### src/core/spf_defs.svh
`ifndef SPF_DEFS_SVH
`define SPF_DEFS_SVH

// ----------------------------------------------------------------
// geometry
// ----------------------------------------------------------------
`define SPF_N_FLAGS      8
`define SPF_IDX_W        3
`define SPF_DATA_W       16
`define SPF_LAST_IDX     3'h7

// ----------------------------------------------------------------
// written flag values (active low token) and idle pin level
// ----------------------------------------------------------------
`define SPF_TAKE         1'b0
`define SPF_FREE         1'b1
`define SPF_PIN_IDLE     1'b1

// ----------------------------------------------------------------
// timing
// ----------------------------------------------------------------
`define SPF_CLK_NS       20
`define SPF_SETUP_NS     20
`define SPF_STROBE_NS    80
`define SPF_GAP_NS       40
`define SPF_SETUP_CYC    ((`SPF_SETUP_NS + `SPF_CLK_NS - 1) / `SPF_CLK_NS)
`define SPF_STROBE_CYC   ((`SPF_STROBE_NS + `SPF_CLK_NS - 1) / `SPF_CLK_NS)
`define SPF_GAP_CYC      ((`SPF_GAP_NS + `SPF_CLK_NS - 1) / `SPF_CLK_NS)
`define SPF_CLAIM_TRIES  3'h4

`endif

### src/core/spf_pkg.sv
package spf_pkg;

  typedef enum logic [1:0] {op_init, op_claim, op_release, op_test} spf_op_t;

  typedef enum {sq_idle, sq_setup, sq_strobe, sq_hold, sq_gap} spf_seq_st_t;

  typedef enum {mn_boot, mn_boot_nx, mn_idle, mn_wait, mn_claim_rd, mn_claim_chk,
                mn_wd_done, mn_rel_done, mn_test_done} spf_main_st_t;

  typedef struct packed {
    spf_seq_st_t  st;
    logic [2:0]   cnt;
    logic         wr;
    logic         rbit;
    logic         done;
    logic         sem_n;
    logic         oe_n;
    logic         rw_n;
    logic [2:0]   idx;
    logic [15:0]  d_out;
    logic         d_oe;
  } spf_seq_s_t;

  typedef struct packed {
    spf_main_st_t st;
    spf_main_st_t after;
    logic [2:0]   idx;
    logic [2:0]   tries;
    logic         from_cmd;
    logic         req;
    logic         wr;
    logic         wbit;
    logic [7:0]   owned;
    logic         rsp_valid;
    logic         rsp_owned;
    logic         rsp_flag;
    logic         s1;
    logic         s2;
  } spf_main_s_t;

endpackage : spf_pkg

### src/core/spf_acc_if.sv
`timescale 1ns/1ps
interface spf_acc_if;
  logic       req;   // one-cycle access request
  logic       wr;    // 1 write, 0 read
  logic [2:0] idx;   // flag number
  logic       wbit;  // value to write
  logic       done;  // one-cycle completion
  logic       rbit;  // flag value read

  modport main (output req, output wr, output idx, output wbit, input done, input rbit);
  modport seq  (input req, input wr, input idx, input wbit, output done, output rbit);
endinterface : spf_acc_if

### src/core/spf_access.sv
`timescale 1ns/1ps
`include "spf_defs.svh"
module spf_access
  import spf_pkg::*;
(
  input  wire logic        clk_sys,   // system clock
  input  wire logic        rst_n,     // synchronised reset
  spf_acc_if.seq           acc,       // access request from controller
  input  wire logic        flag_rd,   // synchronised data bit 0
  output logic             sem_n,     // flag space select pin
  output logic             oe_n,      // output enable pin
  output logic             rw_n,      // read/write pin
  output logic [2:0]       idx,       // flag index pins
  output logic [15:0]      d_out,     // data pins out
  output logic             d_oe       // data pins drive enable
);

  localparam spf_seq_s_t SQ_RST = '{st: sq_idle, cnt: 3'h0, wr: 1'b0, rbit: `SPF_FREE,
                                    done: 1'b0, sem_n: `SPF_PIN_IDLE, oe_n: `SPF_PIN_IDLE,
                                    rw_n: `SPF_PIN_IDLE, idx: 3'h0, d_out: 16'h0000,
                                    d_oe: 1'b0};

  spf_seq_s_t s_r;
  spf_seq_s_t s_nxt;

  // ----------------------------------------------------------------
  // pin sequencer
  // ----------------------------------------------------------------
  always_comb
  begin
    s_nxt      = s_r;
    s_nxt.done = 1'b0;
    unique case (s_r.st)
      sq_idle:
        if (acc.req)
        begin
          s_nxt.st    = sq_setup;
          s_nxt.cnt   = 3'(`SPF_SETUP_CYC - 1);
          s_nxt.sem_n = 1'b0;
          s_nxt.idx   = acc.idx;
          s_nxt.wr    = acc.wr;
          s_nxt.d_out = {16{acc.wbit}};
        end
      sq_setup:
        if (s_r.cnt == 3'h0)
        begin
          s_nxt.st  = sq_strobe;
          s_nxt.cnt = 3'(`SPF_STROBE_CYC - 1);
          if (s_r.wr)
          begin
            s_nxt.rw_n = 1'b0;
            s_nxt.d_oe = 1'b1;
          end
          else
            s_nxt.oe_n = 1'b0;
        end
        else
          s_nxt.cnt = s_r.cnt - 3'h1;
      sq_strobe:
        if (s_r.cnt == 3'h0)
        begin
          s_nxt.st   = sq_hold;
          s_nxt.rw_n = 1'b1;
          s_nxt.oe_n = 1'b1;
        end
        else
          s_nxt.cnt = s_r.cnt - 3'h1;
      sq_hold:
      begin
        // synchroniser lag: this sample saw the pins mid-strobe
        if (!s_r.wr)
          s_nxt.rbit = flag_rd;
        s_nxt.d_oe  = 1'b0;
        s_nxt.sem_n = 1'b1;
        s_nxt.st    = sq_gap;
        s_nxt.cnt   = 3'(`SPF_GAP_CYC - 1);
      end
      sq_gap:
        if (s_r.cnt == 3'h0)
        begin
          s_nxt.st   = sq_idle;
          s_nxt.done = 1'b1;
        end
        else
          s_nxt.cnt = s_r.cnt - 3'h1;
    endcase
  end

  always_ff @(posedge clk_sys or negedge rst_n)
  begin
    if (!rst_n)
      s_r <= SQ_RST;
    else
      s_r <= s_nxt;
  end

  assign acc.done = s_r.done;
  assign acc.rbit = s_r.rbit;
  assign sem_n    = s_r.sem_n;
  assign oe_n     = s_r.oe_n;
  assign rw_n     = s_r.rw_n;
  assign idx      = s_r.idx;
  assign d_out    = s_r.d_out;
  assign d_oe     = s_r.d_oe;
endmodule : spf_access

### src/core/spf_sem_host.sv
// Function
// - write zero requests, write one releases
// - select flag space, then plain SRAM strobes
// - drop select between repeated reads
// - claim by write, then read back
// - failed claim: poll, then withdraw with one
// - memory select high during flag access
// - write one to every flag at start
`timescale 1ns/1ps
`include "spf_defs.svh"
module spf_sem_host
  import spf_pkg::*;
(
  input  wire logic         clk_sys,              // system clock
  input  wire logic         nrst,                 // async reset, active low
  input  wire logic         cmd_valid,            // command request
  output logic              cmd_ready,            // controller idle
  input  wire spf_op_t      cmd_op,               // command code
  input  wire logic [2:0]   cmd_idx,              // flag number
  output logic              rsp_valid,            // one-cycle completion
  output logic              rsp_owned,            // claim granted
  output logic              rsp_flag,             // flag value read
  output logic [7:0]        owned_mask,           // flags held by this side
  output logic              flag_space_select_n,  // flag space select pin
  output logic              mem_select_n,         // memory array select pin
  output logic              oe_n,                 // output enable pin
  output logic              rw_n,                 // read/write pin
  output logic [2:0]        flag_index,           // flag index pins
  output logic [15:0]       data_out,             // data pins out
  output logic              data_oe,              // data pins drive enable
  input  wire logic [15:0]  data_in               // data pins in
);

  localparam spf_main_s_t MN_RST = '{st: mn_boot, after: mn_idle, idx: 3'h0,
                                     tries: 3'h0, from_cmd: 1'b0, req: 1'b0, wr: 1'b0,
                                     wbit: `SPF_FREE, owned: 8'h00, rsp_valid: 1'b0,
                                     rsp_owned: 1'b0, rsp_flag: `SPF_FREE,
                                     s1: `SPF_FREE, s2: `SPF_FREE};

  logic [1:0]  rst_sync_r;
  logic        rst_n;
  spf_main_s_t s_r;
  spf_main_s_t s_nxt;
  spf_acc_if   acc ();

  // ----------------------------------------------------------------
  // reset release
  // ----------------------------------------------------------------
  always_ff @(posedge clk_sys or negedge nrst)
  begin
    if (!nrst)
      rst_sync_r <= 2'h0;
    else
      rst_sync_r <= {rst_sync_r[0], 1'b1};
  end

  assign rst_n = rst_sync_r[1];

  // ----------------------------------------------------------------
  // command sequencing
  // ----------------------------------------------------------------
  always_comb
  begin
    s_nxt           = s_r;
    s_nxt.req       = 1'b0;
    s_nxt.rsp_valid = 1'b0;
    // bit 0 only; the device spreads the flag over every bit
    s_nxt.s1        = data_in[0];
    s_nxt.s2        = s_r.s1;
    unique case (s_r.st)
      mn_boot:
      begin
        s_nxt.req   = 1'b1;
        s_nxt.wr    = 1'b1;
        s_nxt.wbit  = `SPF_FREE;
        s_nxt.after = mn_boot_nx;
        s_nxt.st    = mn_wait;
      end
      mn_boot_nx:
        if (s_r.idx == `SPF_LAST_IDX)
        begin
          s_nxt.owned     = 8'h00;
          s_nxt.rsp_valid = s_r.from_cmd;
          s_nxt.rsp_owned = 1'b0;
          s_nxt.st        = mn_idle;
        end
        else
        begin
          s_nxt.idx = s_r.idx + 3'h1;
          s_nxt.st  = mn_boot;
        end
      mn_idle:
        if (cmd_valid)
        begin
          s_nxt.idx      = cmd_idx;
          s_nxt.from_cmd = 1'b1;
          s_nxt.tries    = `SPF_CLAIM_TRIES;
          s_nxt.st       = mn_wait;
          s_nxt.req      = 1'b1;
          unique case (cmd_op)
            op_init:
            begin
              s_nxt.idx = 3'h0;
              s_nxt.req = 1'b0;
              s_nxt.st  = mn_boot;
            end
            op_claim:
            begin
              s_nxt.wr    = 1'b1;
              s_nxt.wbit  = `SPF_TAKE;
              s_nxt.after = mn_claim_rd;
            end
            op_release:
            begin
              s_nxt.wr    = 1'b1;
              s_nxt.wbit  = `SPF_FREE;
              s_nxt.after = mn_rel_done;
            end
            op_test:
            begin
              s_nxt.wr    = 1'b0;
              s_nxt.after = mn_test_done;
            end
          endcase
        end
      mn_wait:
        if (acc.done)
          s_nxt.st = s_r.after;
      mn_claim_rd:
      begin
        s_nxt.req   = 1'b1;
        s_nxt.wr    = 1'b0;
        s_nxt.after = mn_claim_chk;
        s_nxt.st    = mn_wait;
      end
      mn_claim_chk:
        if (acc.rbit == `SPF_TAKE)
        begin
          s_nxt.owned[s_r.idx] = 1'b1;
          s_nxt.rsp_valid      = 1'b1;
          s_nxt.rsp_owned      = 1'b1;
          s_nxt.rsp_flag       = acc.rbit;
          s_nxt.st             = mn_idle;
        end
        else if (s_r.tries != 3'h0)
        begin
          // keep polling; the pending request may be handed the token
          s_nxt.tries = s_r.tries - 3'h1;
          s_nxt.req   = 1'b1;
          s_nxt.wr    = 1'b0;
          s_nxt.after = mn_claim_chk;
          s_nxt.st    = mn_wait;
        end
        else
        begin
          // withdraw, or a stale request would lock the other side out
          s_nxt.req   = 1'b1;
          s_nxt.wr    = 1'b1;
          s_nxt.wbit  = `SPF_FREE;
          s_nxt.after = mn_wd_done;
          s_nxt.st    = mn_wait;
        end
      mn_wd_done:
      begin
        s_nxt.rsp_valid = 1'b1;
        s_nxt.rsp_owned = 1'b0;
        s_nxt.rsp_flag  = `SPF_FREE;
        s_nxt.st        = mn_idle;
      end
      mn_rel_done:
      begin
        s_nxt.owned[s_r.idx] = 1'b0;
        s_nxt.rsp_valid      = 1'b1;
        s_nxt.rsp_owned      = 1'b0;
        s_nxt.rsp_flag       = `SPF_FREE;
        s_nxt.st             = mn_idle;
      end
      mn_test_done:
      begin
        s_nxt.rsp_valid = 1'b1;
        s_nxt.rsp_owned = s_r.owned[s_r.idx];
        s_nxt.rsp_flag  = acc.rbit;
        s_nxt.st        = mn_idle;
      end
    endcase
  end

  always_ff @(posedge clk_sys or negedge rst_n)
  begin
    if (!rst_n)
      s_r <= MN_RST;
    else
      s_r <= s_nxt;
  end

  assign acc.req      = s_r.req;
  assign acc.wr       = s_r.wr;
  assign acc.idx      = s_r.idx;
  assign acc.wbit     = s_r.wbit;
  assign cmd_ready    = (s_r.st == mn_idle);
  assign rsp_valid    = s_r.rsp_valid;
  assign rsp_owned    = s_r.rsp_owned;
  assign rsp_flag     = s_r.rsp_flag;
  assign owned_mask   = s_r.owned;
  assign mem_select_n = `SPF_PIN_IDLE;

  // ----------------------------------------------------------------
  // pin timing
  // ----------------------------------------------------------------
  spf_access u_access (
    .clk_sys (clk_sys),
    .rst_n   (rst_n),
    .acc     (acc),
    .flag_rd (s_r.s2),
    .sem_n   (flag_space_select_n),
    .oe_n    (oe_n),
    .rw_n    (rw_n),
    .idx     (flag_index),
    .d_out   (data_out),
    .d_oe    (data_oe)
  );
endmodule : spf_sem_host

### config.mk
export PLATFORM = sky130hd
export DESIGN_NAME = spf_sem_host
export DESIGN_NICKNAME = d
export VERILOG_FILES = /design/src/core/spf_pkg.sv /design/src/core/spf_acc_if.sv /design/src/core/spf_access.sv /design/src/core/spf_sem_host.sv
export VERILOG_INCLUDE_DIRS = /design/src /design/src/core
export SDC_FILE = /design/constraint.sdc
export NUM_CORES = 1
export LEC_CHECK = 0
export BUFFER_PORTS_ARGS = -buffer_cell sky130_fd_sc_hd__buf_4
export CORE_AREA = 4 4 59 102
export CTS_BUF_LIST = sky130_fd_sc_hd__clkbuf_16
export DETAILED_ROUTE_END_ITERATION = 6
export DIE_AREA = 0 0 63 106
export GPL_TIMING_DRIVEN = 0
export HOLD_SLACK_MARGIN = 0.08
export PLACE_DENSITY = 0.84
export SYNTH_ARGS = -nofsm -noshare
export SYNTH_HDL_FRONTEND = slang
export SYNTH_SLANG_ARGS = --single-unit
### constraint.sdc
create_clock -name clk_sys -period 4.3 [get_ports clk_sys]
set_input_delay 1.075 -clock clk_sys [delete_from_list [all_inputs] [get_ports clk_sys]]
set_output_delay 1.075 -clock clk_sys [all_outputs]
set_load 0.02 [all_outputs]
==> results.py, run 1 <==
metrics = {
    "sta": {
        "worst_pin_slew_ns": 0.5428,
        "period_minus_slack_ns": 2.974,
        "final.setup_skew_ns": 0.006954,
        "rsz0062_at_grt": "false",
        "max_slew_margin_pct": 63.81,
        "min_period_over_period_pct": 69.16,
        "setup_viol": 0,
        "fmax_mhz": 336.3,
        "fin_tns_setup_ns": 0,
        "drv_slew": 0,
        "fin_ws_ns": 1.326,
        "hold_violations": 0,
    },
    "final_layout": {
        "antenna_cells": 0,
        "areaGrowthSynthToFinish_pct": 19.24,
        "layout_commonest_cell": "buf_4",
        "final_nets": 399,
        "final_cell_mix": "buf_4 (71), dfrtp_1 (41), nor2_1 (26)",
        "stdcell_count": 419,
        "layout-drive-gt1-share_pct": 32.69,
        "post-route-util_pct": 69.65,
    },
    "placement": {
        "port_buffers": 43,
        "hpwl_um": 5386,
        "gp_congestion": 0.9204,
        "post-place-ws_ns": 1.681,
        "dp_cells": 411,
    },
    "synthesis": {
        "synth_top_area_cell": "dfrtp_1",
        "synth.area.top_cells": "dfrtp_1 (35%), dfstp_2 (7.8%), buf_4 (6.9%)",
        "yosysTopAreaCellShare_pct": 34.53,
        "synth_top_family_by_area": "compound AO/OA/AOI/OAI gates",
        "ys_warn_count": 0,
        "ys_seq_elements": 51,
        "async_reset_ff_share_pct": 100.0,
        "synth_cells": 311,
        "synth_fa_ha_area_share_pct": 4.932,
        "synth-seq-area-share_pct": 42.29,
        "syn-mean-instance-area_um2": 9.788,
        "synth_compound_area_share_pct": 18.82,
        "synthXorXnorAreaFrac_pct": 0.5754,
        "synth_area_um2": 3044,
        "synth-simple-area-share_pct": 14.80,
        "synth_edf_count": 0,
        "synth_flop_cell": "dfrtp_1",
        "ys_types": 65,
        "synthMuxAreaShare_pct": 7.069,
    },
    "critical_path": {
        "crit_required_ns": 3.22,
        "r2r_slack_ns": 1.97,
        "cp_cell_sequence": "nor3b_2 > nand2_1 > inv_1 > buf_4",
        "critPathTopFamily": "simple AND/OR/NAND/NOR gates",
        "arrival_ns": 1.90,
        "critPathLaunchType": "flip-flop",
        "max_stage_delay_ns": 0.49,
        "critPathBufInv": 2,
        "cpMaxStageDelayCell": "dfrtp_1",
        "critPathKind": "flip-flop to primary output",
        "critPathMaxFanout": 8,
        "worst_setup_path_end_kind": "primary output",
    },
    "grt": {
        "grt_use_total_pct": 21.75,
        "grt_pass1_vias": 2531,
        "grt_max_degree": 29,
        "antenna_found_initial": 0,
        "overflow": 0,
        "grt_pass1_wl_um": 11560,
    },
    "clocking": {
        "htree_levels": 2,
        "cts_sinks": 51,
        "hold_buffers": 0,
        "clk_pin_slew_ns": 0.07,
        "cts_tree": "done",
        "numCtsBuffers": 5,
        "cts_max_path_buffers": 2,
        "post_cts_resized": 0,
        "cts_setup_buffers": 0,
        "clock_latency_ns": 0.29,
        "root_buffer": "clkbuf_16",
    },
    "die": {
        "initial_core_util_pct": 58.42,
        "fp.dieW_um": 63,
        "dieArea_um2": 6678,
        "row_count": 35,
        "core_area_um2": 5211,
        "die_h_um": 106,
        "pin_count": 60,
    },
    "power": {
        "leakage_nw": 1.664,
        "peakVddDrop_uv": 443.1,
        "power_density_nw_per_um2": 611.5,
    },
    "detailed_routing": {
        "drc": 0,
        "dr.pass1.iters": 6,
        "totalWireLength_um": 7046,
        "ant_nets": 0,
        "wl_per_cell_um": 16.82,
        "drt_iter0_markers": 206,
        "num_vias": 2506,
        "via_per_inst": 5.981,
    },
    "run": {
        "maxCapViolations": 0,
    },
    "hold_path": {
        "worstHoldPathType": "flip-flop to async pin",
    },
    "status": {
        "outcome": "finished, final reports clean",
    },
}
## cell type report
cell class | instances | area (µm²)
clock inverter | 3 | 43.79
inverter | 18 | 67.56
tap | 55 | 68.82
clock buffer | 5 | 125.1
buffer | 42 | 275.3
fill | 409 | 1582
timing repair buffer | 44 | 342.8
multi-input combinational | 201 | 1418
sequential | 51 | 1289
## per-layer routing
layer	GRT usage, %	vias to the layer above	routed length [µm]	part of all wire, %
met5	0	-	0	0
met4	13.90	0	380	5.4
met3	3.383	37	310	4.4
met2	41.35	101	3911	56
met1	21.09	1191	2444	35
li1	-	1177	-	-
## flip-flops by register name, indices dropped and copies added, names as in the netlist, 2 cells and up
register	cells
s_r	14
owned_mask	8
u_access.s_r	7
acc.idx	3
u_access.idx	3
rst_sync_r	2
## metrics by stage
step / total power (W) / hold WS (ns) / cell area (µm²)
final: 0.002220 / 0.2381 / 3630
after global routing: 0.002361 / 0.2890 / 3630
after CTS: 0.002226 / 0.2588 / 3630
after detailed placement: 0.001770 / 0.2459 / 3461
after floorplan: 0.001478 / 0.3312 / 3048
after global placement: 0.001729 / 0.3422 / 3440
## logic make-up after synthesis
kind of cell / Yosys count
AOI/OAI and AO/OA: 81
xor gates and xnor gates: 2
adders and majority gates: 12
buffers and inverters: 60
DFF: 51
muxes: 20
other: 2
and+or+nand+nor: 83
## report_power, final
| part | internal [W] | leakage, nW | switching [W] |
|---|---|---|---|
| clock network | 0.000274 | 0.0838 | 0.000168 |
| registers | 0.000611 | 0.627 | 0.000102 |
| logic | 0.000474 | 0.953 | 0.000591 |
## cell usage after synthesis, types with 3 or more instances
cell type and count:
dfrtp_1 42, buf_4 28, nor2_1 26, o21ai_0 18, inv_1 17, nand2_1 14
a21oi_1 13, ha_1 12, mux2_2 12, o2bb2ai_1 10, clkbuf_1 9, dfstp_2 9
mux2i_1 8, nand3_1 8, nand2b_1 6, o22ai_1 6, a22o_1 4, a31oi_1 4
buf_2 4, nor3_1 4, o31ai_1 3
## path summary, 6_finish.rpt
kind / cells after the start / to / from
max: 4 / cmd_ready / s_r[85]
min: 0 / s_r[85] / rst_sync_r[1]
max reg2reg: 8 / u_access.s_r[26] / u_access.s_r[26]
min in group clk_sys: 0 / s_r[0] / s_nxt[0]
max in group asynchronous: 1 / u_access.rw_n / rst_sync_r[1]
min reg2reg: 0 / s_r[85] / rst_sync_r[1]
Note: power is estimated with default switching activity, not from simulation.
==> run 2: changes to the inputs <==
- ABC_AREA: default -> 1
- CORE_AREA: 4 4 59 102 -> 4 4 66 113
- DIE_AREA: 0 0 63 106 -> 0 0 70 117
- PLACE_DENSITY: 0.84 -> 0.74
- clock period: 4.3 -> 2.6 ns (I/O delays scaled with it)
==> results.py, run 2 <==
metrics = {
    "die": {
        "core_area_um2": 6539,
        "fp.dieW_um": 70,
        "row_count": 39,
        "die_h_um": 117,
        "initial_core_util_pct": 48.39,
        "dieArea_um2": 8190,
        "pin_count": 60,
    },
    "synthesis": {
        "synth_cells": 423,
        "syn-mean-instance-area_um2": 7.481,
        "yosysMostFrequentCell": "nand2_1",
        "synth_flop_cell": "dfrtp_1",
        "yosysTopAreaCellShare_pct": 33.21,
        "synth_commonest_cells": "nand2_1 (133), inv_1 (50), nand3_1 (43), dfrtp_1 (42), nor2_1 (32)",
        "synth_area_um2": 3164,
        "synth-seq-area-share_pct": 40.69,
        "async_reset_ff_share_pct": 100.0,
        "synth_edf_count": 0,
        "synth_top_area_cell": "dfrtp_1",
        "ys_types": 28,
        "ys_warn_count": 0,
        "synth.area.top_cells": "dfrtp_1 (33%), nand2_1 (16%), dfstp_2 (7.5%)",
        "ys_seq_elements": 51,
    },
    "critical_path": {
        "critPathMaxFanout": 10,
        "critPathKind": "flip-flop to primary output",
        "critPathLaunchType": "flip-flop",
        "arrival_ns": 1.55,
        "crit_required_ns": 1.95,
        "worst_setup_path_end_kind": "primary output",
    },
    "grt": {
        "antenna_found_initial": 0,
        "grt.busiest_layer": "met2",
        "grt_pass1_wl_um": 11670,
        "use_met2_pct": 33.92,
        "grt_pass1_vias": 2632,
        "met1_usage_pct": 18.10,
        "grt_max_degree": 26,
        "overflow": 0,
        "met3_usage_pct": 2.650,
        "grt_use_total_pct": 17.61,
    },
    "final_layout": {
        "areaGrowthSynthToFinish_pct": 20.32,
        "layout_commonest_cell": "nand2_1",
        "layout-drive-gt1-share_pct": 23.95,
        "final_nets": 511,
        "n_fill_cell": 631,
        "final_cell_area_um2": 3807,
        "antenna_cells": 0,
        "regMostFlops": "s_r",
        "stdcell_count": 558,
        "largest_register_ffs": 14,
        "final_cell_mix": "nand2_1 (133), buf_4 (73), inv_1 (50)",
    },
    "clocking": {
        "clk_pin_slew_ns": 0.07,
        "numCtsBuffers": 5,
        "root_buffer": "clkbuf_16",
        "cts_tree": "done",
        "post_cts_resized": 0,
        "cts_setup_buffers": 0,
        "htree_levels": 2,
        "cts_sinks": 51,
        "cts_max_path_buffers": 2,
        "clock_latency_ns": 0.30,
        "hold_buffers": 0,
    },
    "power": {
        "leakage_nw": 2.140,
        "intPower_w": 0.002301,
        "p_switching_w": 0.001571,
        "power_density_nw_per_um2": 1017,
        "power.share.combinational_pct": 46.6,
        "clockPowerShare_pct": 21.9,
        "peakVddDrop_uv": 432.6,
        "seqPwrFrac_pct": 31.5,
        "swShare_pct": 40.57,
    },
    "sta": {
        "setup_viol": 0,
        "worst_hold_slack_ns": 0.1201,
        "hold_violations": 0,
        "rsz0062_at_grt": "false",
        "min_period_over_period_pct": 84.70,
        "drv_slew": 0,
        "final.setup_skew_ns": 0.004711,
        "worst_pin_slew_ns": 0.5430,
        "period_minus_slack_ns": 2.202,
        "max_slew_margin_pct": 63.80,
        "fin_tns_setup_ns": 0,
        "fmax_mhz": 454.1,
    },
    "detailed_routing": {
        "wl_per_cell_um": 12.40,
        "ant_nets": 0,
        "dr.pass1.iters": 4,
        "via_per_inst": 4.962,
        "drt_iter0_markers": 98,
        "drc": 0,
        "totalWireLength_um": 6921,
        "num_vias": 2769,
    },
    "placement": {
        "hpwl_um": 5396,
        "gp_congestion": 0.9455,
        "port_buffers": 43,
        "dp_cells": 550,
        "placed_area_um2": 3615,
    },
    "hold_path": {
        "worstHoldPathType": "input port to async pin",
    },
    "status": {
        "outcome": "finished, final reports clean",
    },
    "run": {
        "maxCapViolations": 0,
    },
}
## run 2: changes by cell type after synthesis, sizes merged, moves of 6 or more
cell	previous run	this run
nand2	14	138
nand3	8	47
inv	17	53
mux2	12	0
nor2	27	39
o2bb2ai	10	0
a21oi	14	5
nand4	1	10
clkbuf	9	1
mux2i	8	0
o211ai	0	8
nand2b	6	0
nor3	6	0
o22ai	6	0
## run 2: final timing paths
path	from	endpoint	slack, ns	cells past startpoint
max reg2reg	u_access.s_r[26]	u_access.s_r[29]	0.84	8
max	s_r[58]	cmd_ready	0.40	5
min	nrst	rst_sync_r[0]	0.12	1
min in group clk_sys	s_nxt[0]	s_r[0]	0.36	0
min reg2reg	rst_sync_r[1]	owned_mask[5]	0.26	0
max in group asynchronous	rst_sync_r[1]	u_access.oe_n	1.74	1
## run 2: layer usage
| metal | part of all wire (%) | wire length, µm |
|---|---|---|
| met5 | 0 | 0 |
| met3 | 4.6 | 320 |
| met4 | 3.1 | 214 |
| met2 | 53 | 3699 |
| met1 | 39 | 2687 |
## run 2: cells by family (layout without fill, tap and decap cells)
group | after synthesis | count (layout) | synth area share (%)
simple gates | 237 | 237 | 33.53
buf+inv | 85 | 137 | 13.88
other cells | 2 | 3 | 0.2373
flops | 51 | 51 | 40.69
fa+ha+maj | 12 | 12 | 4.745
compound gates | 34 | 34 | 6.366
xor+xnor | 2 | 2 | 0.5537
## run 2: through the flow
| stage | power, W | utilization [%] | worst slack (ns) |
|---|---|---|---|
| floorplan | 0.002476 | - | 0.9727 |
| finish | 0.003873 | 58.23 | 0.3977 |
| detailed placement | 0.003023 | 55.28 | 0.7203 |
| global placement | 0.002972 | 54.96 | 0.5283 |
| CTS | 0.003893 | 58.23 | 0.3936 |
| global route | 0.004147 | 58.23 | 0.3101 |
## run 2: area by class of cell
class                      instances  area [µm²]  share of cell area [%]
clock inverter                     3       67.56                   1.775
clock buffer                       5       125.1                   3.286
buffer                            32       240.2                   6.310
sequential                        51        1289                   33.85
tap                               82       102.6                   2.695
timing repair buffer              44       342.8                   9.004
multi-input combinational        288        1441                   37.86
inverter                          53       198.9                   5.225
## run 2: power by group through the flow
| stage | registers [W] | logic (W) | clock network [W] |
|---|---|---|---|
| finish | 0.00122 | 0.00180 | 0.000848 |
| global route | 0.00125 | 0.00201 | 0.000886 |
| CTS | 0.00122 | 0.00181 | 0.000859 |
| detailed placement | 0.00124 | 0.00179 | 0 |
| global placement | 0.00123 | 0.00174 | 0 |
| floorplan | 0.00123 | 0.00125 | 0 |
## run 2: critical path, stage by stage, from the launching register on
cell and delay [ns]:
dfrtp_1 0.46, nor2_4 0.21, nand2_2 0.14, nor2_4 0.15
buf_6 0.15, buf_4 0.14
